**src/rac_pkg.sv**
```systemverilog
// Package with constants and types for the reservation acquire command block.
package rac_pkg;

  // ********************************************************************
  // Command dword 10 field positions.
  // ********************************************************************
  localparam int unsigned ACTION_LSB = 0;
  localparam int unsigned ACTION_W   = 3;
  localparam int unsigned SKIP_BIT   = 3;
  localparam int unsigned KIND_LSB   = 8;
  localparam int unsigned KIND_W     = 8;

  // Action codes and reservation kind codes.
  localparam logic [2:0] ACT_ACQUIRE       = 3'h0;
  localparam logic [2:0] ACT_PREEMPT       = 3'h1;
  localparam logic [2:0] ACT_PREEMPT_ABORT = 3'h2;
  localparam logic [7:0] KIND_FIRST        = 8'h01;
  localparam logic [7:0] KIND_LAST         = 8'h06;

  // ********************************************************************
  // Key structure and host memory fetch.
  // ********************************************************************
  localparam int unsigned BEATS      = 2;
  localparam logic [63:0] BEAT_BYTES = 64'h8;
  localparam logic [63:0] PAGE_BYTES = 64'h1000;
  localparam logic [31:0] KEY_BYTES  = 32'h10;
  localparam logic [3:0]  SGL_DATA_BLOCK = 4'h0;

  // ********************************************************************
  // Completion status codes, generic status type.
  // ********************************************************************
  localparam logic [7:0] ST_SUCCESS   = 8'h00;
  localparam logic [7:0] ST_BAD_FIELD = 8'h02;
  localparam logic [7:0] ST_XFER_ERR  = 8'h04;
  localparam logic [7:0] ST_SGL_LEN   = 8'h0f;
  localparam logic [7:0] ST_CONFLICT  = 8'h83;

  // ********************************************************************
  // Register map, byte addresses on the word-wide bus.
  // ********************************************************************
  localparam logic [4:0] REG_CTRL     = 5'h00;
  localparam logic [4:0] REG_IRQ_STAT = 5'h04;
  localparam logic [4:0] REG_IRQ_MASK = 5'h08;
  localparam logic [4:0] REG_RES      = 5'h0c;
  localparam logic [4:0] REG_LAST     = 5'h10;
  localparam logic [4:0] REG_COUNT    = 5'h14;
  localparam logic [31:0] CTRL_RESET  = 32'h1;
  localparam logic [2:0]  MASK_RESET  = 3'h0;
  localparam int unsigned EV_DONE     = 0;
  localparam int unsigned EV_ERROR    = 1;
  localparam int unsigned EV_PREEMPT  = 2;

  // Command processing states.
  typedef enum logic [2:0] {
    RAC_IDLE,
    RAC_CHECK,
    RAC_FETCH_REQ,
    RAC_FETCH_RSP,
    RAC_EXEC,
    RAC_COMPLETE
  } rac_state_t;

endpackage

```
**src/rac_locator.sv**
```systemverilog
// Module that decodes dword 10 and locates each beat of the key structure.
`timescale 1ns/1ps
module rac_locator (
  input  wire logic [31:0]  dword10,
  input  wire logic [127:0] buffer_locator,
  input  wire logic         use_sgl,
  input  wire logic [0:0]   beat,
  output logic [2:0]        acquire_action,
  output logic [7:0]        reservation_kind,
  output logic              skip_key_check,
  output logic              action_ok,
  output logic              kind_ok,
  output logic              sgl_ok,
  output logic [63:0]       beat_addr
);

  // ********************************************************************
  // Field decode.
  // ********************************************************************

  // Action, kind and skip flag come from fixed positions of dword 10.
  always_comb
  begin
    acquire_action   = dword10[rac_pkg::ACTION_LSB +: rac_pkg::ACTION_W];
    reservation_kind = dword10[rac_pkg::KIND_LSB +: rac_pkg::KIND_W];
    skip_key_check   = dword10[rac_pkg::SKIP_BIT];
    action_ok        = (acquire_action == rac_pkg::ACT_ACQUIRE)
                    || (acquire_action == rac_pkg::ACT_PREEMPT)
                    || (acquire_action == rac_pkg::ACT_PREEMPT_ABORT);
    kind_ok          = (reservation_kind >= rac_pkg::KIND_FIRST)
                    && (reservation_kind <= rac_pkg::KIND_LAST);
  end

  // ********************************************************************
  // Beat addressing.
  // ********************************************************************

  // A page list uses entry 1 up to the page end, then entry 2; a
  // descriptor list uses only the first descriptor, a data block.
  logic [63:0] page_list_entry1;
  logic [63:0] page_list_entry2;
  logic [63:0] offset;
  logic [63:0] in_page;
  logic [63:0] room;
  always_comb
  begin
    page_list_entry1 = buffer_locator[63:0];
    page_list_entry2 = buffer_locator[127:64];
    offset           = beat ? rac_pkg::BEAT_BYTES : 64'h0;
    in_page          = page_list_entry1 & (rac_pkg::PAGE_BYTES - 64'h1);
    room             = rac_pkg::PAGE_BYTES - in_page;
    sgl_ok           = (buffer_locator[127:124] == rac_pkg::SGL_DATA_BLOCK)
                    && (buffer_locator[95:64] >= rac_pkg::KEY_BYTES);
    if (use_sgl)
      beat_addr = page_list_entry1 + offset;
    else if (offset < room)
      beat_addr = page_list_entry1 + offset;
    else
      beat_addr = page_list_entry2 + (offset - room);
  end

endmodule

```
**src/rac_core.sv**
```systemverilog
// Top module that executes reservation acquire commands for one namespace.
`timescale 1ns/1ps

// Functional notes
// - Supports acquire, preempt and preempt-with-abort.
// - Parameters from dword 10, keys fetched.
// - Page list uses entries one and two.
// - Descriptor list uses first descriptor only.
// - 128-bit locator addresses the key buffer.
// - Dword 10 bits 15:8 give kind.
// - Kinds 1h to 6h valid, others reserved.
// - Bits 2:0 select action; 3..7 reserved.
// - Skip flag plus registrant bypasses key check.
// - Skip flag without registration fails command.
// - Preempt actions unregister bytes 15:8 key.
// - One completion entry to paired queue.
module rac_core (
  input  wire logic         clk,
  input  wire logic         rstn,
  // Command from the submission queue.
  input  wire logic         cmd_valid,
  output logic              cmd_ready,
  input  wire logic [15:0]  cmd_id,
  input  wire logic [15:0]  cmd_sq_id,
  input  wire logic [15:0]  cmd_host_id,
  input  wire logic         cmd_use_sgl,
  input  wire logic [31:0]  cmd_dword10,
  input  wire logic [127:0] cmd_buffer_locator,
  input  wire logic         host_is_registrant,
  input  wire logic [63:0]  host_key,
  // Host memory read port, one 8-byte beat per request.
  output logic              mem_req_valid,
  input  wire logic         mem_req_ready,
  output logic [63:0]       mem_req_addr,
  input  wire logic         mem_rsp_valid,
  input  wire logic [63:0]  mem_rsp_data,
  input  wire logic         mem_rsp_error,
  // Registrant table and abort requests.
  output logic              unreg_valid,
  output logic [63:0]       unreg_key,
  output logic              abort_valid,
  output logic [15:0]       abort_host_id,
  // Completion entry.
  output logic              cpl_valid,
  input  wire logic         cpl_ready,
  output logic [15:0]       cpl_cq_sq_id,
  output logic [15:0]       cpl_cmd_id,
  output logic [7:0]        cpl_status,
  // Avalon-MM slave.
  input  wire logic [4:0]   avs_address,
  input  wire logic         avs_read,
  input  wire logic         avs_write,
  input  wire logic [31:0]  avs_writedata,
  output logic [31:0]       avs_readdata,
  output logic              avs_waitrequest,
  output logic              irq
);

  // ********************************************************************
  // Command decode.
  // ********************************************************************

  logic [31:0]  dword10_q, dword10_d;
  logic [127:0] locator_q, locator_d;
  logic         use_sgl_q, use_sgl_d;
  logic [0:0]   beat_q, beat_d;
  logic [2:0]   acquire_action;
  logic [7:0]   reservation_kind;
  logic         skip_key_check;
  logic         action_ok;
  logic         kind_ok;
  logic         sgl_ok;
  logic [63:0]  beat_addr;

  rac_locator u_locator (
    .dword10          (dword10_q),
    .buffer_locator   (locator_q),
    .use_sgl          (use_sgl_q),
    .beat             (beat_q),
    .acquire_action   (acquire_action),
    .reservation_kind (reservation_kind),
    .skip_key_check   (skip_key_check),
    .action_ok        (action_ok),
    .kind_ok          (kind_ok),
    .sgl_ok           (sgl_ok),
    .beat_addr        (beat_addr)
  );

  // ********************************************************************
  // Command state machine and reservation state.
  // ********************************************************************

  rac_pkg::rac_state_t state_q, state_d;
  logic [15:0] cmd_id_q, cmd_id_d;
  logic [15:0] sq_id_q, sq_id_d;
  logic [15:0] host_q, host_d;
  logic        registrant_q, registrant_d;
  logic [63:0] reg_key_q, reg_key_d;
  logic [63:0] current_key_q, current_key_d;
  logic [63:0] preempt_key_q, preempt_key_d;
  logic [7:0]  status_q, status_d;
  logic        held_q, held_d;
  logic [15:0] holder_q, holder_d;
  logic [63:0] holder_key_q, holder_key_d;
  logic [7:0]  kind_q, kind_d;
  logic        unreg_d, abort_d, preempt_ev_d;
  logic        preempt_ev_q;
  logic [31:0] ctrl_q;
  logic        finish;

  // Returns success when ok is set, otherwise the given failure status.
  function automatic logic [7:0] pick_status(input logic ok, input logic [7:0] code);
    pick_status = ok ? rac_pkg::ST_SUCCESS : code;
  endfunction

  assign cmd_ready     = (state_q == rac_pkg::RAC_IDLE) && ctrl_q[0];
  assign mem_req_valid = (state_q == rac_pkg::RAC_FETCH_REQ);
  assign cpl_valid     = (state_q == rac_pkg::RAC_COMPLETE);
  assign finish        = cpl_valid && cpl_ready;

  // Next values for the command flow and the reservation held on the namespace.
  always_comb
  begin
    state_d       = state_q;
    dword10_d     = dword10_q;
    locator_d     = locator_q;
    use_sgl_d     = use_sgl_q;
    beat_d        = beat_q;
    cmd_id_d      = cmd_id_q;
    sq_id_d       = sq_id_q;
    host_d        = host_q;
    registrant_d  = registrant_q;
    reg_key_d     = reg_key_q;
    current_key_d = current_key_q;
    preempt_key_d = preempt_key_q;
    status_d      = status_q;
    held_d        = held_q;
    holder_d      = holder_q;
    holder_key_d  = holder_key_q;
    kind_d        = kind_q;
    unreg_d       = 1'b0;
    abort_d       = 1'b0;
    preempt_ev_d  = 1'b0;
    unique case (state_q)
      rac_pkg::RAC_IDLE:
      begin
        if (cmd_valid && cmd_ready)
        begin
          dword10_d    = cmd_dword10;
          locator_d    = cmd_buffer_locator;
          use_sgl_d    = cmd_use_sgl;
          cmd_id_d     = cmd_id;
          sq_id_d      = cmd_sq_id;
          host_d       = cmd_host_id;
          registrant_d = host_is_registrant;
          reg_key_d    = host_key;
          beat_d       = 1'b0;
          state_d      = rac_pkg::RAC_CHECK;
        end
      end
      rac_pkg::RAC_CHECK:
      begin
        // Field checks run before any memory traffic.
        if (!action_ok || !kind_ok)
        begin
          status_d = rac_pkg::ST_BAD_FIELD;
          state_d  = rac_pkg::RAC_COMPLETE;
        end
        else if (use_sgl_q && !sgl_ok)
        begin
          status_d = rac_pkg::ST_SGL_LEN;
          state_d  = rac_pkg::RAC_COMPLETE;
        end
        else if (skip_key_check && !registrant_q)
        begin
          status_d = rac_pkg::ST_CONFLICT;
          state_d  = rac_pkg::RAC_COMPLETE;
        end
        else
          state_d = rac_pkg::RAC_FETCH_REQ;
      end
      rac_pkg::RAC_FETCH_REQ:
      begin
        if (mem_req_ready)
          state_d = rac_pkg::RAC_FETCH_RSP;
      end
      rac_pkg::RAC_FETCH_RSP:
      begin
        if (mem_rsp_valid)
        begin
          if (beat_q == 1'b0)
            current_key_d = mem_rsp_data;
          else
            preempt_key_d = mem_rsp_data;
          if (mem_rsp_error)
          begin
            status_d = rac_pkg::ST_XFER_ERR;
            state_d  = rac_pkg::RAC_COMPLETE;
          end
          else if (beat_q == 1'(rac_pkg::BEATS - 1))
            state_d = rac_pkg::RAC_EXEC;
          else
          begin
            beat_d  = beat_q + 1'b1;
            state_d = rac_pkg::RAC_FETCH_REQ;
          end
        end
      end
      rac_pkg::RAC_EXEC:
      begin
        state_d = rac_pkg::RAC_COMPLETE;
        if (!registrant_q || (!skip_key_check && current_key_q != reg_key_q))
          status_d = rac_pkg::ST_CONFLICT;
        else if (acquire_action == rac_pkg::ACT_ACQUIRE)
        begin
          // An acquire succeeds if free, or if already held the same way.
          status_d = pick_status(!held_q || (holder_q == host_q && kind_q == reservation_kind),
                                 rac_pkg::ST_CONFLICT);
          if (!held_q)
          begin
            held_d       = 1'b1;
            holder_d     = host_q;
            holder_key_d = reg_key_q;
            kind_d       = reservation_kind;
          end
        end
        else
        begin
          // Preempt drops the named key and takes over a reservation it held.
          status_d     = rac_pkg::ST_SUCCESS;
          unreg_d      = 1'b1;
          abort_d      = (acquire_action == rac_pkg::ACT_PREEMPT_ABORT);
          preempt_ev_d = 1'b1;
          if (!held_q || holder_key_q == preempt_key_q)
          begin
            held_d       = 1'b1;
            holder_d     = host_q;
            holder_key_d = reg_key_q;
            kind_d       = reservation_kind;
          end
        end
      end
      rac_pkg::RAC_COMPLETE:
      begin
        if (finish)
          state_d = rac_pkg::RAC_IDLE;
      end
    endcase
    // Software may drop the reservation while no command is running.
    if (avs_write && !avs_waitrequest && avs_address == rac_pkg::REG_CTRL
        && avs_writedata[1] && state_q == rac_pkg::RAC_IDLE)
      held_d = 1'b0;
  end

  // Registers of the command flow.
  always_ff @(posedge clk or negedge rstn)
  begin
    if (!rstn)
    begin
      state_q       <= rac_pkg::RAC_IDLE;
      dword10_q     <= 32'h0;
      locator_q     <= 128'h0;
      use_sgl_q     <= 1'b0;
      beat_q        <= 1'b0;
      cmd_id_q      <= 16'h0;
      sq_id_q       <= 16'h0;
      host_q        <= 16'h0;
      registrant_q  <= 1'b0;
      reg_key_q     <= 64'h0;
      current_key_q <= 64'h0;
      preempt_key_q <= 64'h0;
      status_q      <= 8'h0;
      held_q        <= 1'b0;
      holder_q      <= 16'h0;
      holder_key_q  <= 64'h0;
      kind_q        <= 8'h0;
      unreg_valid   <= 1'b0;
      abort_valid   <= 1'b0;
      preempt_ev_q  <= 1'b0;
    end
    else
    begin
      state_q       <= state_d;
      dword10_q     <= dword10_d;
      locator_q     <= locator_d;
      use_sgl_q     <= use_sgl_d;
      beat_q        <= beat_d;
      cmd_id_q      <= cmd_id_d;
      sq_id_q       <= sq_id_d;
      host_q        <= host_d;
      registrant_q  <= registrant_d;
      reg_key_q     <= reg_key_d;
      current_key_q <= current_key_d;
      preempt_key_q <= preempt_key_d;
      status_q      <= status_d;
      held_q        <= held_d;
      holder_q      <= holder_d;
      holder_key_q  <= holder_key_d;
      kind_q        <= kind_d;
      unreg_valid   <= unreg_d;
      abort_valid   <= abort_d;
      preempt_ev_q  <= preempt_ev_d;
    end
  end

  assign mem_req_addr  = beat_addr;
  assign unreg_key     = preempt_key_q;
  assign abort_host_id = host_q;
  assign cpl_cq_sq_id  = sq_id_q;
  assign cpl_cmd_id    = cmd_id_q;
  assign cpl_status    = status_q;

  // ********************************************************************
  // Register slave and interrupt.
  // ********************************************************************

  logic [31:0] ctrl_d;
  logic [2:0]  irq_stat_q, irq_stat_d;
  logic [2:0]  irq_mask_q, irq_mask_d;
  logic [31:0] count_q, count_d;
  logic [31:0] rdata_d;
  logic        rd_wait_q, rd_wait_d;
  logic        rd_take;
  logic        wr_take;
  logic [2:0]  ev_set;

  // Reads stall one cycle so read data comes from a flop; writes need none.
  assign avs_waitrequest = avs_read && !rd_wait_q;
  assign rd_take         = avs_read && rd_wait_q;
  assign wr_take         = avs_write && !avs_read;
  assign irq             = |(irq_stat_q & irq_mask_q);

  // Next values; a status read clears only the bits it returned, so new events stay.
  always_comb
  begin
    ev_set             = 3'h0;
    ev_set[rac_pkg::EV_DONE]    = finish;
    ev_set[rac_pkg::EV_ERROR]   = finish && (status_q != rac_pkg::ST_SUCCESS);
    ev_set[rac_pkg::EV_PREEMPT] = preempt_ev_q;
    rd_wait_d  = avs_read && !rd_wait_q;
    ctrl_d     = ctrl_q;
    irq_mask_d = irq_mask_q;
    irq_stat_d = irq_stat_q;
    count_d    = count_q + {31'h0, finish};
    if (rd_take && avs_address == rac_pkg::REG_IRQ_STAT)
      irq_stat_d = irq_stat_q & ~avs_readdata[2:0];
    irq_stat_d = irq_stat_d | ev_set;
    if (wr_take && avs_address == rac_pkg::REG_CTRL)
      ctrl_d = {31'h0, avs_writedata[0]};
    if (wr_take && avs_address == rac_pkg::REG_IRQ_MASK)
      irq_mask_d = avs_writedata[2:0];
    unique case (avs_address)
      rac_pkg::REG_CTRL:     rdata_d = ctrl_q;
      rac_pkg::REG_IRQ_STAT: rdata_d = {29'h0, irq_stat_q};
      rac_pkg::REG_IRQ_MASK: rdata_d = {29'h0, irq_mask_q};
      rac_pkg::REG_RES:      rdata_d = {holder_q, kind_q, 7'h0, held_q};
      rac_pkg::REG_LAST:     rdata_d = {24'h0, status_q};
      rac_pkg::REG_COUNT:    rdata_d = count_q;
      default:               rdata_d = 32'h0;
    endcase
  end

  // Registers of the slave.
  always_ff @(posedge clk or negedge rstn)
  begin
    if (!rstn)
    begin
      ctrl_q       <= rac_pkg::CTRL_RESET;
      irq_stat_q   <= 3'h0;
      irq_mask_q   <= rac_pkg::MASK_RESET;
      count_q      <= 32'h0;
      rd_wait_q    <= 1'b0;
      avs_readdata <= 32'h0;
    end
    else
    begin
      ctrl_q       <= ctrl_d;
      irq_stat_q   <= irq_stat_d;
      irq_mask_q   <= irq_mask_d;
      count_q      <= count_d;
      rd_wait_q    <= rd_wait_d;
      avs_readdata <= rdata_d;
    end
  end

endmodule

```
**config.mk**
```make
export PLATFORM = sky130hd
export DESIGN_NAME = rac_core
export DESIGN_NICKNAME = d
export VERILOG_FILES = /design/src/rac_pkg.sv /design/src/rac_locator.sv /design/src/rac_core.sv
export SDC_FILE = /design/constraint.sdc
export NUM_CORES = 1
export LEC_CHECK = 0
export BUFFER_PORTS_ARGS = -buffer_cell sky130_fd_sc_hd__buf_4
export CAP_MARGIN = 40
export CORE_AREA = 2 2 263 395
export DETAILED_ROUTE_END_ITERATION = 12
export DIE_AREA = 0 0 265 397
export PLACE_DENSITY_LB_ADDON = 0.1
export SKIP_LAST_GASP = 1
export SLEW_MARGIN = 30
export SYNTH_ARGS = -nofsm -noshare
export SYNTH_HDL_FRONTEND = slang
export SYNTH_SLANG_ARGS = --single-unit
```
**constraint.sdc**
```tcl
create_clock -name clk -period 5.9 [get_ports clk]
set_clock_uncertainty 0.1 [all_clocks]
set_input_delay 0.295 -clock clk [delete_from_list [all_inputs] [get_ports clk]]
set_output_delay 0.295 -clock clk [all_outputs]
set_load 0.1 [all_outputs]
```
==> metrics.md <==
| Metric | Value |
|---|---|
| Status | `finished clean` |
| Leak Pwr | `between 20 and 25 nW` |
| Synthesized cell area | `around 29000 µm²` |
| CP cell instances | `nor4_4 -> nand2_2 -> or3_4 -> or4_4 -> ha_2 -> ha_4 -> nand2_2 -> nor3b_2 -> nor4b_4 -> o2111ai_2 -> a311oi_2 -> o211ai_1 -> buf_4 -> a2111oi_4 -> nor3_2 -> o31ai_2 -> buf_6` |
| Minimum clock period | `roughly 5.7 ns` |
| Post-route ant nets | `0` |
| Share of layout cells above drive strength 1 | `0.359` |
| Layout area overhead | `40.6%` |
| Clock slew seen by the registers of the worst setup and hold paths | `~0.06 ns` |
| Reg-to-Reg Start | `reg_key_q[32]` |
| Maximum vdd drop | `0.365 mV` |
| Top-count cell post-synth | `dfrtp_1` |
| R2R cell count | `9` |
| RSZ-0062 raised after global routing | `false` |
| Via density | `around 4.8` |
| Worst-case clock buffer depth | `3` |
| Initial core utilization | `0.287` |
| CTS sink count | `approximately 550` |
| Most used cell, CP | `nand2_2` |
| Worst path buffer plus inverter count | `2` |
| Area of the die | `105000 µm²` |
| Post-synth top cells | `dfrtp_1 (553), mux2_2 (478), xnor2_1 (178)` |
| Register-to-register setup slack | `1.88 ns` |
| Worst Setup Path Type | `register to output port` |
| Max Slew Vio Count | `0` |
| Max_slew headroom | `0.374` |
| Top-Level Pins | `approximately 610` |
| Min-delay worst type | `input port to async pin` |
| Crit path capture | `mem_req_addr[60]` |
| CP max FO | `7` |
| Worst path depth | `17` |
| Top cell family by delay on the critical path | `simple AND/OR/NAND/NOR gates` |
| Sequential fraction of the synthesis area | `0.474` |
| H-tree depth | `3` |
| Post-Syn Instances | `roughly 2.6k` |
| Worst r2r dst | `holder_key_q[22]` |
| Root Buffer | `clkbuf_16` |
| Pre-CTS WS | `0.103 ns` |
| Slew of the pin with the lowest slew margin | `between 0.9 and 1 ns` |
| # rows | `about 140` |
| Critical path startpoint | `locator_q[3]` |
| Final hold vios | `0` |
| Later-pin clock latency in the skew report | `0.64 ns` |
| Critical Path AT | `5.27 ns` |
| Post-detail-place hpwl | `between 70 and 80 mm` |
| CTS buffer count | `66` |
| Synth area leader | `dfrtp_1` |
| WL final | `103 mm` |
| Setup Viol. Count Final | `0` |
| Slowest stage delay, CP | `around 0.42 ns` |
| TritonCTS clock tree | `built` |
| Slowest-stage cell, CP | `or4_4` |
| Number of antenna violations at the first check in global routing | `21` |
| FF+latch count, synth | `554` |
| First-pass DRT Iterations | `6` |
| Top cell type's share of synthesized area | `0.473` |
| Global placer's final weighted congestion | `just under 0.9` |
| Wirelength per Cell | `around 21 µm` |
| Drt initial violations | `around 940` |
| Asr flop ratio synth | `1.00` |
| Startpoint type of the worst setup path | `register` |
| Maximum capacitance violations | `0` |
| Largest net degree at the start of global routing | `141` |
| Die Y-Extent | `397 µm` |
| Most used DFF post-synth | `dfrtp_1` |
| Worst EP required | `roughly 5.5 ns` |
| Fmax | `177 MHz` |
| Largest cells by area after synthesis | `dfrtp_1 (47%), mux2_2 (18%), xnor2_1 (5.3%)` |
| Vias in the first global route | `approximately 25k` |
| Netlist cell types | `91` |
| Via count | `23.2k` |
| Setup TNS | `0 ns` |
| Core area | `around 100000 µm²` |
| Grt ovf | `0` |
| All-Layer GR Usage | `0.194` |
| Die X | `around 270 µm` |
| IO Port Bufs | `between 500 and 600` |
| Final #Nets | `between 3k and 4k` |
| Synthesized area per cell | `between 10 and 15 µm²` |
| CP Capture Type | `output port` |
| Synthesis Warnings | `0` |
| Final WS setup | `0.240 ns` |
| Post-route DRC violation count | `0` |
| Final worst-path cycle share | `0.959` |
| Post-synth EDFFs | `0` |
| Pwr Density | `approximately 630 nW/µm²` |
| Global-route wire length before repair | `roughly 160 mm` |
report_power, final:
part	internal [mW]	switching (mW)	leakage [nW]
Combinational	5.63	10.1	11.5
Clock	2.43	1.78	1.07
Sequential	4.82	1.09	7.52
Total	12.9	12.9	20.1
cells by family after synthesis:
family                   share of synthesized area
other                                     0.000128
buffers and inverters                       0.0294
flip-flops                                   0.474
AO/OA/AOI/OAI                               0.0810
XOR/XNOR                                    0.0898
AND/OR/NAND/NOR                             0.0989
multiplexers                                 0.186
adder cells (fa/ha/maj)                     0.0409
cells in the final DEF, fill, tap and decap left out, types with 12 or more instances in the layout:
cell | synthesis | routed
buf_4 | 5 | 576
dfrtp_1 | 553 | 552
mux2_2 | 478 | 478
dlygate4sd3_1 | 0 | 341
xnor2_1 | 178 | 177
nand2_1 | 177 | 172
xor2_1 | 122 | 120
inv_1 | 103 | 101
a21oi_1 | 92 | 90
nor2_1 | 89 | 87
ha_1 | 94 | 86
o21ai_0 | 104 | 79
clkbuf_16 | 0 | 66
nand4_1 | 62 | 62
nand3_1 | 45 | 44
nor4_1 | 33 | 31
a21o_1 | 29 | 29
o21ai_1 | 5 | 28
a22o_1 | 24 | 24
nor3_1 | 27 | 23
and3_1 | 23 | 22
nand2b_1 | 18 | 17
nor2b_1 | 17 | 16
clkbuf_1 | 88 | 14
buf_6 | 4 | 14
clkbuf_8 | 0 | 12
layer usage:
metal  global-route usage  wire [µm]  vias to the layer above  share of wire
met2                0.357      53500                      573           0.52
met4               0.0756       3570                       20          0.035
met5                    0        120                        -         0.0012
met1                0.215      40100                    11500           0.39
met3               0.0434       5460                      159          0.053
li1                     -          -                    10900              -
registers in the layout, indices dropped and copies added, names as in the netlist, 3 cells and up:
name	cells
locator_q	128
current_key_q	64
holder_key_q	64
reg_key_q	64
unreg_key	64
avs_readdata	32
count_q	32
abort_host_id	16
cpl_cmd_id	16
cpl_cq_sq_id	16
holder_q	16
dword10_q	12
kind_q	8
cpl_status	5
irq_mask_q	3
irq_stat_q	3
state_q	3
area by class of cell:
class                           count  area [µm²]
Clock inverter                     26         332
Clock buffer                       92        1870
Inverter                          103         387
Multi-Input combinational cell   1808       14900
Sequential cell                   554       13900
Antenna cell                       10        25.0
Fill cell                        9946       60800
Timing Repair Buffer              942        8100
Tap cell                         1314        1640
worst min path at each step:
| stage | from | end | slack [ns] | cells after the start |
|---|---|---|---|---|
| detailed placement | rstn | avs_readdata[25] | 0.27 | 1 |
| global placement | rstn | avs_readdata[25] | 0.26 | 1 |
| global route | cmd_valid | reg_key_q[36] | 0.21 | 3 |
| floorplan | rstn | abort_host_id[0] | -0.10 | 0 |
| CTS | rstn | avs_readdata[25] | 0.17 | 2 |
| finish | rstn | avs_readdata[25] | 0.18 | 2 |
worst register-to-register path: cells and delay by family, from the launching register on:
kind	cells	cell delay (ns)
buffers and inverters	1	0.41
xor gates and xnor gates	1	0.24
and+or+nand+nor	5	2.27
DFF	1	0.40
AOI/OAI and AO/OA	1	0.20
muxes	1	0.30
per-stage QoR:
| step | power (mW) | cells | hold WS (ns) | cell area (µm²) | utilization |
|---|---|---|---|---|---|
| floorplan | 16.4 | 2576 | -0.101 | 29300 | - |
| global placement | 20.9 | 4366 | 0.258 | 35000 | 0.344 |
| detailed placement | 21.0 | 4371 | 0.271 | 35100 | 0.344 |
| CTS | 25.9 | 4832 | 0.174 | 41000 | 0.402 |
| global route | 27.5 | 4848 | 0.214 | 41200 | 0.404 |
| finish | 25.8 | 4849 | 0.177 | 41200 | 0.404 |
what timing repair did:
item                                   CTS  global route
resized for setup                       48            24
endpoints found under the hold margin  483             0
buffers inserted                         2             5
hold buffers                           341             0
pin swaps                                6            13
setup endpoints to repair               33            27
Power figures use the tool's default switching activity.
